[src/hrbp_pkg.sv]
// package for the host-side parallel register port controller
// assumes a single 200 MHz clock domain
`default_nettype none
package hrbp_pkg;
	localparam int HRBP_ADDR_W = 13;
	localparam int HRBP_DATA_W = 8;
	// clock period and strobe timing, ns
	localparam int HRBP_CLK_PERIOD_NS = 5;
	localparam int HRBP_SETUP_NS = 20;
	localparam int HRBP_STROBE_NS = 100;
	localparam int HRBP_HOLD_NS = 20;
	localparam int HRBP_SETUP_CYC = (HRBP_SETUP_NS + HRBP_CLK_PERIOD_NS - 1) / HRBP_CLK_PERIOD_NS;
	localparam int HRBP_STROBE_CYC = (HRBP_STROBE_NS + HRBP_CLK_PERIOD_NS - 1) / HRBP_CLK_PERIOD_NS;
	localparam int HRBP_HOLD_CYC = (HRBP_HOLD_NS + HRBP_CLK_PERIOD_NS - 1) / HRBP_CLK_PERIOD_NS;
	localparam int HRBP_CNT_W = 8;

	typedef struct packed {
		logic write;
		logic [HRBP_ADDR_W-1:0] addr;
		logic [HRBP_DATA_W-1:0] wdata;
	} hrbp_req_s;

	typedef struct packed {
		logic chip_select_n;
		logic read_or_data_strobe_n;
		logic write_or_dir_select_n;
		logic [HRBP_ADDR_W-1:0] addr;
	} hrbp_pins_s;

	typedef enum logic [1:0] {
		HRBP_IDLE,
		HRBP_SETUP,
		HRBP_STROBE,
		HRBP_HOLD
	} hrbp_state_e;
endpackage
`default_nettype wire

[src/hrbp_host.sv]
// host controller that drives the device's parallel register port
// assumes device pins are resolved by the bench; data bus split in/out/oe
`default_nettype none
// Overview of operation
// - host places a 13-bit register address on the address pins each access
// - address msb on top pin, lsb on pin zero
// - data travels on one 8-bit bidirectional bus, msb on bit seven
// - host reads by driving read strobe and chip select low
module hrbp_host #(
	parameter int SETUP_CYC = hrbp_pkg::HRBP_SETUP_CYC,
	parameter int STROBE_CYC = hrbp_pkg::HRBP_STROBE_CYC,
	parameter int HOLD_CYC = hrbp_pkg::HRBP_HOLD_CYC
) (
	input wire logic sys_clk_i,
	input wire logic rst_b_i,
	input wire logic bus_style_select_i,
	input wire logic req_valid_i,
	input wire hrbp_pkg::hrbp_req_s req_i,
	output logic req_ready_o,
	output logic rsp_valid_o,
	output logic [hrbp_pkg::HRBP_DATA_W-1:0] rsp_rdata_o,
	output var hrbp_pkg::hrbp_pins_s pins_o,
	output logic [hrbp_pkg::HRBP_DATA_W-1:0] data_o,
	output logic data_oe_o,
	input wire logic [hrbp_pkg::HRBP_DATA_W-1:0] data_i,
	input wire logic irq_out_n_i,
	output logic irq_pending_o
);
	import hrbp_pkg::*;

	// counts must fit the counter, with at least two strobe cycles and one each of setup and hold
	if (SETUP_CYC < 1 || STROBE_CYC < 2 || HOLD_CYC < 1 || STROBE_CYC > 255 || SETUP_CYC > 255
		|| HOLD_CYC > 255) begin : g_bad_timing
		$error("hrbp_host: timing counts out of range");
	end

	localparam logic [HRBP_CNT_W-1:0] SETUP_LAST = HRBP_CNT_W'(SETUP_CYC - 1);
	localparam logic [HRBP_CNT_W-1:0] STROBE_LAST = HRBP_CNT_W'(STROBE_CYC - 1);
	localparam logic [HRBP_CNT_W-1:0] HOLD_LAST = HRBP_CNT_W'(HOLD_CYC - 1);
	localparam logic [HRBP_CNT_W-1:0] CNT_ZERO = '0;

	// ==========================================================
	// synchronisers
	logic [HRBP_DATA_W-1:0] data_s1_reg, data_s2_reg;
	logic irq_s1_reg, irq_s2_reg;
	logic style_s1_reg, style_s2_reg;

	always_ff @(posedge sys_clk_i) begin
		data_s1_reg <= data_i;
		data_s2_reg <= data_s1_reg;
		irq_s1_reg <= irq_out_n_i;
		irq_s2_reg <= irq_s1_reg;
		style_s1_reg <= bus_style_select_i;
		style_s2_reg <= style_s1_reg;
	end

	// ==========================================================
	// access sequencer
	hrbp_state_e state_reg;
	logic [HRBP_CNT_W-1:0] cnt_reg;
	hrbp_req_s cur_reg;
	logic style_reg;

	function automatic logic cnt_done(input logic [HRBP_CNT_W-1:0] c, input logic [HRBP_CNT_W-1:0] last);
		cnt_done = (c == last);
	endfunction

	assign req_ready_o = (state_reg == HRBP_IDLE);

	always_ff @(posedge sys_clk_i) begin
		if (!rst_b_i) begin
			state_reg <= HRBP_IDLE;
			cnt_reg <= CNT_ZERO;
			cur_reg <= '0;
			style_reg <= 1'b0;
		end else begin
			case (state_reg)
				HRBP_IDLE: begin
					cnt_reg <= CNT_ZERO;
					if (req_valid_i) begin
						cur_reg <= req_i;
						style_reg <= style_s2_reg;
						state_reg <= HRBP_SETUP;
					end
				end
				HRBP_SETUP: begin
					cnt_reg <= cnt_done(cnt_reg, SETUP_LAST) ? CNT_ZERO : cnt_reg + 1'b1;
					if (cnt_done(cnt_reg, SETUP_LAST)) state_reg <= HRBP_STROBE;
				end
				HRBP_STROBE: begin
					cnt_reg <= cnt_done(cnt_reg, STROBE_LAST) ? CNT_ZERO : cnt_reg + 1'b1;
					if (cnt_done(cnt_reg, STROBE_LAST)) state_reg <= HRBP_HOLD;
				end
				HRBP_HOLD: begin
					cnt_reg <= cnt_done(cnt_reg, HOLD_LAST) ? CNT_ZERO : cnt_reg + 1'b1;
					if (cnt_done(cnt_reg, HOLD_LAST)) state_reg <= HRBP_IDLE;
				end
				default: state_reg <= HRBP_IDLE;
			endcase
		end
	end

	// ==========================================================
	// pin drive
	logic strobe_on;
	assign strobe_on = (state_reg == HRBP_STROBE);

	function automatic logic next_strobe();
		next_strobe = (state_reg == HRBP_SETUP && cnt_done(cnt_reg, SETUP_LAST)) ||
			(state_reg == HRBP_STROBE && !cnt_done(cnt_reg, STROBE_LAST));
	endfunction

	always_ff @(posedge sys_clk_i) begin
		if (!rst_b_i) begin
			pins_o <= '{chip_select_n: 1'b1, read_or_data_strobe_n: 1'b1, write_or_dir_select_n: 1'b1,
				addr: '0};
		end else begin
			pins_o.addr <= (state_reg == HRBP_IDLE && req_valid_i) ? req_i.addr : pins_o.addr;
			pins_o.chip_select_n <= !((state_reg == HRBP_IDLE && req_valid_i) ||
				(state_reg == HRBP_SETUP) || (state_reg == HRBP_STROBE) ||
				(state_reg == HRBP_HOLD && !cnt_done(cnt_reg, HOLD_LAST)));
			if (style_reg) begin
				// data strobe plus direction: direction low means write, set up before strobe
				pins_o.read_or_data_strobe_n <= !(next_strobe());
				pins_o.write_or_dir_select_n <= (state_reg == HRBP_IDLE) ? !(req_valid_i && req_i.write) :
					!cur_reg.write;
			end else begin
				pins_o.read_or_data_strobe_n <= !(next_strobe() && !cur_reg.write);
				pins_o.write_or_dir_select_n <= !(next_strobe() && cur_reg.write);
			end
		end
	end

	// write data driven across the whole write access; floats otherwise
	always_ff @(posedge sys_clk_i) begin
		if (!rst_b_i) begin
			data_o <= '0;
			data_oe_o <= 1'b0;
		end else begin
			if (state_reg == HRBP_IDLE && req_valid_i) data_o <= req_i.wdata;
			data_oe_o <= (state_reg == HRBP_IDLE) ? (req_valid_i && req_i.write) :
				(cur_reg.write && !(state_reg == HRBP_HOLD && cnt_done(cnt_reg, HOLD_LAST)));
		end
	end

	// ==========================================================
	// read capture and response
	always_ff @(posedge sys_clk_i) begin
		if (!rst_b_i) begin
			rsp_valid_o <= 1'b0;
			rsp_rdata_o <= '0;
		end else begin
			rsp_valid_o <= (state_reg == HRBP_STROBE) && cnt_done(cnt_reg, STROBE_LAST);
			if (state_reg == HRBP_STROBE && cnt_done(cnt_reg, STROBE_LAST) && !cur_reg.write)
				rsp_rdata_o <= data_s2_reg;
		end
	end

	always_ff @(posedge sys_clk_i) begin
		if (!rst_b_i) irq_pending_o <= 1'b0;
		else irq_pending_o <= !irq_s2_reg;
	end

	// ==========================================================
	// checks
	property p_strobe_needs_cs;
		@(posedge sys_clk_i) disable iff (!rst_b_i) !pins_o.read_or_data_strobe_n |-> !pins_o.chip_select_n;
	endproperty
	a_strobe_needs_cs: assert property (p_strobe_needs_cs)
		else $error("strobe low without chip select");

	property p_wr_strobe_needs_cs;
		@(posedge sys_clk_i) disable iff (!rst_b_i)
			(!style_reg && !pins_o.write_or_dir_select_n) |-> !pins_o.chip_select_n;
	endproperty
	a_wr_strobe_needs_cs: assert property (p_wr_strobe_needs_cs)
		else $error("write strobe low without chip select");

	property p_no_drive_read;
		@(posedge sys_clk_i) disable iff (!rst_b_i)
			(!pins_o.chip_select_n && !cur_reg.write && state_reg != HRBP_IDLE) |-> !data_oe_o;
	endproperty
	a_no_drive_read: assert property (p_no_drive_read)
		else $error("host drives bus during read");

	property p_rsp_after_strobe;
		@(posedge sys_clk_i) disable iff (!rst_b_i) $rose(rsp_valid_o) |-> $past(state_reg) == HRBP_STROBE;
	endproperty
	a_rsp_after_strobe: assert property (p_rsp_after_strobe)
		else $error("response outside strobe end");

	property p_addr_stable;
		@(posedge sys_clk_i) disable iff (!rst_b_i)
			(!pins_o.chip_select_n && !$past(pins_o.chip_select_n)) |-> $stable(pins_o.addr);
	endproperty
	a_addr_stable: assert property (p_addr_stable)
		else $error("address moved during access");

	property p_data_stable;
		@(posedge sys_clk_i) disable iff (!rst_b_i) (data_oe_o && $past(data_oe_o)) |-> $stable(data_o);
	endproperty
	a_data_stable: assert property (p_data_stable)
		else $error("write data moved during access");

	property p_single_strobe;
		@(posedge sys_clk_i) disable iff (!rst_b_i)
			!style_reg |-> (pins_o.read_or_data_strobe_n || pins_o.write_or_dir_select_n);
	endproperty
	a_single_strobe: assert property (p_single_strobe)
		else $error("both strobes low");

	property p_irq_follow;
		@(posedge sys_clk_i) disable iff (!rst_b_i) !irq_s2_reg |=> irq_pending_o;
	endproperty
	a_irq_follow: assert property (p_irq_follow)
		else $error("interrupt not reported");

	c_read: cover property (@(posedge sys_clk_i) rsp_valid_o && !cur_reg.write);
	c_style_write: cover property (@(posedge sys_clk_i) style_reg && strobe_on && cur_reg.write);
	c_write: cover property (@(posedge sys_clk_i) rsp_valid_o && cur_reg.write);
	c_style: cover property (@(posedge sys_clk_i) style_reg && !pins_o.read_or_data_strobe_n);
	c_irq: cover property (@(posedge sys_clk_i) irq_pending_o);
endmodule
`default_nettype wire

[config.mk]
export PLATFORM = sky130hd
export DESIGN_NAME = hrbp_host
export DESIGN_NICKNAME = d
export VERILOG_FILES = /design/src/hrbp_pkg.sv /design/src/hrbp_host.sv
export SDC_FILE = /design/constraint.sdc
export NUM_CORES = 1
export LEC_CHECK = 0
export BUFFER_PORTS_ARGS = -buffer_cell sky130_fd_sc_hd__clkbuf_2
export CAP_MARGIN = 20
export CORE_MARGIN = 8
export CORE_UTILIZATION = 45
export DETAILED_ROUTE_END_ITERATION = 7
export PLACE_DENSITY = 0.74
export SYNTH_ARGS = -nofsm -noshare
export SYNTH_HDL_FRONTEND = slang
export SYNTH_SLANG_ARGS = --single-unit
[constraint.sdc]
create_clock -name sys_clk_i -period 1.7 [get_ports sys_clk_i]
set_input_delay 0.085 -clock sys_clk_i [delete_from_list [all_inputs] [get_ports sys_clk_i]]
set_output_delay 0.085 -clock sys_clk_i [all_outputs]
set_load 0.005 [all_outputs]
### After elaboration in Yosys (flattened, before gate mapping)

Cells that the tools add are included.

| storage, ports and cells | value |
|---|---|
| register bits | 67 |
| output and inout bits | 36 |

| cells by class | value |
|---|---|
| add/sub/neg operators | 1 |
| multiplexer cells | 11 |
| equality and inequality tests | 9 |
| reduce and logical (&&, ||, !) cells | 29 |

Operators with widths:

| operator | number |
|---|---|
| 8-bit one-hot mux with 3 select lines | 1 |
| 8-bit two-way mux | 2 |
| 1-bit logical AND | 11 |
| 1-bit logical NOT | 10 |
| 2-bit two-way mux | 5 |
| 8-bit by 1-bit adder with 8-bit output, second input constant | 1 |
| 8-bit by 2-bit equality test with 1-bit output, second input constant | 1 |
| 8-bit by 5-bit equality test with 1-bit output, second input constant | 1 |
| 2-bit one-hot mux with 4 select lines | 1 |
| 2-bit inequality test, second input constant | 3 |
| 2-bit equality test, second input constant | 2 |
| 1-bit logical OR | 4 |
| 4-bit AND reduction | 1 |
| 2-bit by 1-bit equality test with 1-bit output, second input constant | 1 |
| 2-bit logical NOT | 1 |
| 1-bit two-way mux | 2 |
| 2-bit by 1-bit inequality test with 1-bit output, second input constant | 1 |
| 2-bit AND reduction | 1 |
| 2-bit OR reduction | 1 |

### Longest topological paths before layout

Gate-level depths: netlist (run 1).

| logic depth | value |
|---|---|
| depth in word-level cells | 7 |
| mapped depth | 7 |
| mapped depth without buffers | 6 |

### Least setup slack after synthesis (run 1)

Ideal clock, no wire load.

| timing | value |
|---|---|
| path kind | register to register |
| start | register cnt_reg[0] |
| end | register rsp_rdata_o[0] (netlist name) |
| data required time | 1628 ps |
| slack | 138 ps |
| stages on the path, launching flop included | 7 |
| period minus slack after synthesis | 1562 ps |
| setup time | 72 ps |
| path buffers | 1 |
| arrival time | 1491 ps |
| cells stage by stage | dfxtp_1 -> ha_1 -> nor4b_4 -> and3_1 -> and3b_1 -> buf_6 -> mux2i_1 |

| on the way | value |
|---|---|
| word-level cells in the longest chain between the ends | 3 |

Ends and longest elaborated chain:

| item | line | RTL |
|---|---|---|
| start, declared | hrbp_host.sv:60 | `logic [HRBP_CNT_W-1:0] cnt_reg;` |
| start signal, assigned | hrbp_host.sv:87 | `cnt_reg <= cnt_done(cnt_reg, SETUP_LAST) ? CNT_ZERO : cnt_reg + 1'b1;` |
| start signal, assigned | hrbp_host.sv:91 | `cnt_reg <= cnt_done(cnt_reg, STROBE_LAST) ? CNT_ZERO : cnt_reg + 1'b1;` |
| start signal, assigned | hrbp_host.sv:95 | `cnt_reg <= cnt_done(cnt_reg, HOLD_LAST) ? CNT_ZERO : cnt_reg + 1'b1;` |
| 8-bit by 5-bit equality test with 1-bit output | hrbp_host.sv:65 | `cnt_done = (c == last);` |
| 1-bit logical AND (2 in series) | hrbp_host.sv:154 | `if (state_reg == HRBP_STROBE && cnt_done(cnt_reg, STROBE_LAST) && !cur_reg.write)` |
| end signal, assigned | hrbp_host.sv:155 | `rsp_rdata_o <= data_s2_reg;` |
| end, declared | hrbp_host.sv:21 | `output logic [hrbp_pkg::HRBP_DATA_W-1:0] rsp_rdata_o,` |

No other way between the ends.
A chain may end at the register's enable or synchronous reset.

### Worst setup path in the final report (run 1)

| timing | value |
|---|---|
| start | register cnt_reg[1] |
| end | register rsp_rdata_o[7] (netlist name) |

The elaborated chain is that of the path after synthesis.

==> flow_summary.ini, run 1 <==
[status]
status = finished, final reports clean

[final_layout]
drive_gt1_share_pct = 30.5
area_delta_synth_final_pct = 43.8
antennaDiodeCount = 0
num-fill-cells = 400
fin_nets = 387
largest_reg_flops = 16
multi_input_area_um2 = 928
largest_register = pins_o
seqCellArea_um2 = 1340

[clocking]
cts_tree = built
cts.sinks = 67
htree_levels = 3
clock_path_buffers = 2
cts_buffers = 9
path_clk_slew_ps = 70
clk_latency_ps = 340
cts-root-buf = clkbuf_8

[timing]
hold_viol_final = 0
fmax_mhz = 619
slew_headroom_pct = 78.4
period_minus_slack_ps = 1620
rsz0062_at_grt = false
finalMaxSlewViolations = 0
worst_slew_pin_slew_ps = 320
whs_ps = 45.9
finalCritPeriodShare_pct = 95.1
final.setup.tns_ps = 0
final-setup-viol-count = 0
clock_skew_ps = 9.25

[logic_synthesis]
synth-seq-area-share_pct = 58.0
ys_types = 29
synth_area_leaders = dfxtp_1, nand2_1, a21boi_0
synth_nets = 277
avgSynthCellArea_um2 = 9.80
yosys.area.top_type = dfxtp_1
netlist_instances = 236
ys_ff_latch = 67
syn_area_um2 = 2310
synth_top_area_share_pct = 58.0
synth_warnings = 0

[die]
die_h_um = 87.7
io_pins = 71
core_area_um2 = 5040
initial_core_util_pct = 45.9
die_w_um = 87.7
dieArea_um2 = 7690
rows = 26

[critical_path]
critical_path_class = reg -> reg
cp-end-kind = flop
critical_path.max_fanout = 8
required_ps = 1960
reg2reg_depth = 6
rr_startpoint = cnt_reg[1]$_SDFF_PN0_
crit_arrival_ps = 1870
worstSetupStartpointType = flop
crit_path_start = cnt_reg[1]$_SDFF_PN0_

[placement]
place_congestion = 0.798
place_hpwl_mm = 3.60
portBuffers = 70

[drt]
drt-vias-per-instance = 4.54
drt-met1-wl_mm = 2.27
wire_per_inst_um = 13.5
finalWirelength_mm = 5.70
drc_errors = 0
wl_met2_mm = 3.06
first_pass_iters = 4
via_count = 1912
drt_iter0_drc = 78
highest_layer = met4
met3_length_um = 252
ant_nets = 0

[grt]
grtUsageTotal_pct = 15.2
grt_max_degree = 22
grt_first_pass_wirelength_mm = 8.94
antenna_found_initial = 0
gr-total-overflow = 0
grt_pass1_vias = 2022

[power_and_ir_drop]
leakage_uw = 0.00144
p_per_area_nw_per_um2 = 1240
ir_drop_mv = 0.773

[min_path]
hold_path_class = in -> reg
min_path_cells = 3
worstHoldStart = req_i[21]

[job]
maxCapViolCount = 0
## repair_timing
item / CTS / global route
resized for setup: 0 / 8
hold endpoints to repair: 31 / 0
setup endpoints to repair: 0 / 26
setup buffers: 0 / 2
hold buffers: 31 / 0
## where the power goes
group	internal [uW]	total (uW)	switching [uW]
clock network	815	1370	556
registers	1740	1830	87.6
logic	421	910	489
total	2980	4110	1130
## cells by family (layout without fill, tap and decap cells)
group	Yosys count	after routing	share of synthesized area [%]
AO/OA/AOI/OAI	32	32	10.2
XOR/XNOR	6	6	2.27
adder cells (fa/ha/maj)	6	6	3.25
buffers and inverters	15	130	2.76
flip-flops	67	67	58.0
multiplexers	10	10	4.33
AND/OR/NAND/NOR	100	100	19.2
## area by class of cell
cell class | instances | share of cell area, %
Clock inverter | 6 | 2.41
Multi-Input combinational cell | 154 | 27.9
Timing Repair Buffer | 111 | 22.5
Clock buffer | 10 | 3.84
Tap cell | 70 | 2.63
Sequential cell | 67 | 40.4
Inverter | 3 | 0.339
## Yosys cell counts
master    number
nor3b_1        1
nand2b_1       2
buf_6          1
o21ai_0        1
inv_1          3
nand4_1        1
a21oi_1        1
xnor2_1        4
ha_1           6
clkbuf_1      11
nand2_1       69
a21boi_0      25
dfxtp_1       67
nor2_1        12
nor3_1         3
a32oi_1        1
mux2i_1       10
a31oi_1        2
and2_1         1
xor2_1         2
and3_1         1
nor2b_1        3
and3_2         2
nand3_1        2
a31o_2         1
nand4b_1       1
o41ai_1        1
and3b_1        1
nor4b_4        1
## critical path: stages (launching register included)
cell	delay [ps]
dfxtp_1	350
ha_2	210
nor4b_4	220
and3_4	230
and3b_2	210
buf_12	130
mux2i_1	190
## metrics by stage
step                setup WS, ps  util [%]  power, uW  instance area [um^2]  std cells
floorplan                    138         -       2330                  2310        236
global placement             134      54.9       2650                  2770        372
detailed placement          52.6      54.9       2680                  2770        372
CTS                         2.55      65.2       4120                  3290        419
global route                8.71      66.0       4330                  3330        421
finish                      84.1      66.0       4110                  3330        421
## cells in the final DEF (no fill, tap or decap), types with 2 or more instances in the layout
cell | synthesis | routed
nor2b_1 | 3 | 3
dfxtp_1 | 67 | 66
dlygate4sd3_1 | 0 | 31
a31oi_1 | 2 | 2
xnor2_1 | 4 | 4
nand2_1 | 69 | 69
bufinv_16 | 0 | 2
inv_1 | 3 | 3
a21boi_0 | 25 | 25
ha_2 | 0 | 2
buf_4 | 0 | 9
xor2_1 | 2 | 2
clkbuf_8 | 0 | 9
nor3_1 | 3 | 3
clkbuf_2 | 0 | 70
clkinv_2 | 0 | 4
nand2b_1 | 2 | 2
nor2_1 | 12 | 12
nand3_1 | 2 | 2
mux2i_1 | 10 | 10
and3_2 | 2 | 2
ha_1 | 6 | 4
## path summary, 6_finish.rpt
kind | to | slack [ps]
setup reg to reg | rsp_rdata_o[7]$_SDFFE_PN0P_ | 80
hold reg to reg | data_s2_reg[3]$_DFF_P_ | 330
hold / removal | cur_reg[21]$_SDFFE_PN0P_ | 50
setup / recovery | rsp_rdata_o[7]$_SDFFE_PN0P_ | 80
## routing by layer
layer  up-vias  global-route usage, %
met1       871                   14.8
li1        985                      -
met3        15                   4.69
met2        41                   28.0
met4         0                   8.44
met5         -                      0
(Power assumes the default switching activity.)
==> run 2: changes to the inputs <==
Settings changed: ABC_AREA set to 1, PLACE_DENSITY 0.74 to 0.75, SETUP_SLACK_MARGIN set to 0.5.
==> run 2 against run 1 <==
Effect of this change:
- critical path depth rose by 3
- via count rose by 2.6%
- area after synthesis fell by 1.9%
- critical endpoint is now pins_o[13]$_SDFF_PN1_
- cell count rose by 4.5%
- sequential share of layout area fell by 0.44 points
==> flow_summary.ini, run 2 <==
[status]
status = finished, final reports clean

[logic_synthesis]
async_flop_share_pct = 0
synth_warnings = 0
ys_ff_latch = 67
ys_types = 24
ys.flop_type = dfxtp_1
netlist_instances = 257
yosys.area.top_type = dfxtp_1
synth_area_leaders = dfxtp_1, nor2_1, o21ai_0
synth-seq-area-share_pct = 59.1
synth_top_area_share_pct = 59.1
syn_area_um2 = 2270
avgSynthCellArea_um2 = 8.83
synth_edf_count = 0
synth_most_common_cell = nor2_1
synth_nets = 298
netlist_top_cells_count = nor2_1, dfxtp_1, o21ai_0, nand2_1, inv_1

[drt]
wire_per_inst_um = 12.0
drt_iter0_drc = 60
finalWirelength_mm = 5.28
drc_errors = 0
via_count = 1962
ant_nets = 0
first_pass_iters = 4
drt-vias-per-instance = 4.46

[placement]
portBuffers = 70
place_congestion = 0.771
place_hpwl_mm = 3.49

[grt]
grt_pass1_vias = 1883
grt_max_degree = 32
gr-total-overflow = 0
antenna_found_initial = 0
grtUsageTotal_pct = 14.3
grt_first_pass_wirelength_mm = 8.42

[timing]
finalCritPeriodShare_pct = 76.4
slew_headroom_pct = 58.6
hold_viol_final = 0
worst_slew_pin_slew_ps = 622
period_minus_slack_ps = 1300
final.setup.tns_ps = 0
final-setup-viol-count = 0
fmax_mhz = 770
clock_skew_ps = 6.77
rsz0062_at_grt = true
finalMaxSlewViolations = 0

[clocking]
path_clk_slew_ps = 70
htree_levels = 3
cts.sinks = 67
cts_tree = built
cts_buffers = 9
cts-root-buf = clkbuf_8
clk_latency_ps = 340
clock_path_buffers = 2

[power_and_ir_drop]
leakage_uw = 0.00152
p_per_area_nw_per_um2 = 1310
p_total_uw = 4450
ir_drop_mv = 0.716

[critical_path]
critical_path.max_fanout = 4
cp-end-kind = flop
critical_path_class = reg -> reg
crit_arrival_ps = 1500
required_ps = 1900
worstSetupStartpointType = flop

[final_layout]
antennaDiodeCount = 0
drive_gt1_share_pct = 38.4
largest_register = pins_o
largest_reg_flops = 16
final_common_cell = nor2_1
fin_nets = 406
final_cell_mix = nor2_1, clkbuf_2, dfxtp_1
area_delta_synth_final_pct = 49.5

[die]
die_h_um = 87
core_area_um2 = 4980
io_pins = 71
die_w_um = 87
rows = 26
initial_core_util_pct = 45.6
dieArea_um2 = 7570

[min_path]
hold_path_class = in -> reg

[job]
maxCapViolCount = 0
## run 2: cell count changes in the layout (fill, tap and decap cells not counted), sizes merged, moves of 4 or more
cell,change
mux2i,-10
dlygate4sd3,-5
nand2,-47
xnor2,-4
o21ai,+30
nor2,+69
a21boi,-25
inv,+17
nand3,+5
## run 2: where the power goes
part | switching (uW) | internal, uW | leakage (uW)
sequential | 150 | 1810 | 0.000557
combinational | 624 | 554 | 0.000871
clock | 619 | 686 | 0.0000962
## run 2: repair_timing
| action | 4_1_cts | 5_1_grt |
|---|---|---|
| setup endpoints to repair | 43 | 44 |
| hold endpoints to repair | 26 | 0 |
| resized for setup | 10 | 28 |
| hold buffers | 26 | 0 |
| pin swaps | 12 | 6 |
| setup buffers | 5 | 1 |
## run 2: cell type report
class | instances | area, um^2
Clock buffer | 9 | 124
Clock inverter | 7 | 76.3
Fill cell | 398 | 1590
Inverter | 18 | 77.6
Multi-Input combinational cell | 164 | 975
Sequential cell | 67 | 1350
Tap cell | 70 | 87.6
Timing Repair Buffer | 105 | 697
## run 2: cell families (layout without fill, tap and decap cells)
logic type      count (synthesis)  in the layout  synth area share, %
compound gates                 35             35                 8.11
xor+xnor                        5              5                 1.93
fa+ha+maj                       6              6                 3.31
buf+inv                        26            139                 4.47
flops                          67             67                 59.1
simple gates                  118            118                 23.1
## run 2: final timing paths
check,from,to,slack (ps),depth (start not counted)
worst max-delay path,state_reg[0]$_SDFFE_PN0P_,pins_o[13]$_SDFF_PN1_,400,9
worst min-delay path,req_i[12],pins_o[4]$_SDFFE_PN0P_,1,3
worst max register to register,state_reg[0]$_SDFFE_PN0P_,pins_o[13]$_SDFF_PN1_,400,9
worst min register to register,data_s1_reg[2]$_DFF_P_,data_s2_reg[2]$_DFF_P_,330,0
## run 2: routing by layer
metal	vias up	track usage, %	share of wire [%]
met2	63	23.2	47
li1	1031	-	-
met4	0	8.29	2.0
met5	-	0	0
met3	9	5.75	8.2
met1	859	15.4	43
## run 2: stage by stage
step	instance area [um^2]	hold WS, ps	std cells	setup slack, ps	util, %
final	3390	1.42	440	401	68.1
after global routing	3390	18.6	440	296	68.1
after CTS	3310	0.944	439	418	66.6
after detailed placement	2780	189	392	352	55.9
after global placement	2780	187	392	399	55.9
after floorplan	2350	113	257	473	-
## run 2: critical path, cell delays in order (launching register included)
cell and delay (ps):
dfxtp_4 370, inv_6 80, ha_4 160, nand2_4 60
inv_2 80, nand2_2 70, o21ai_1 70, nand2_1 90
nor2_1 130, a31oi_1 50
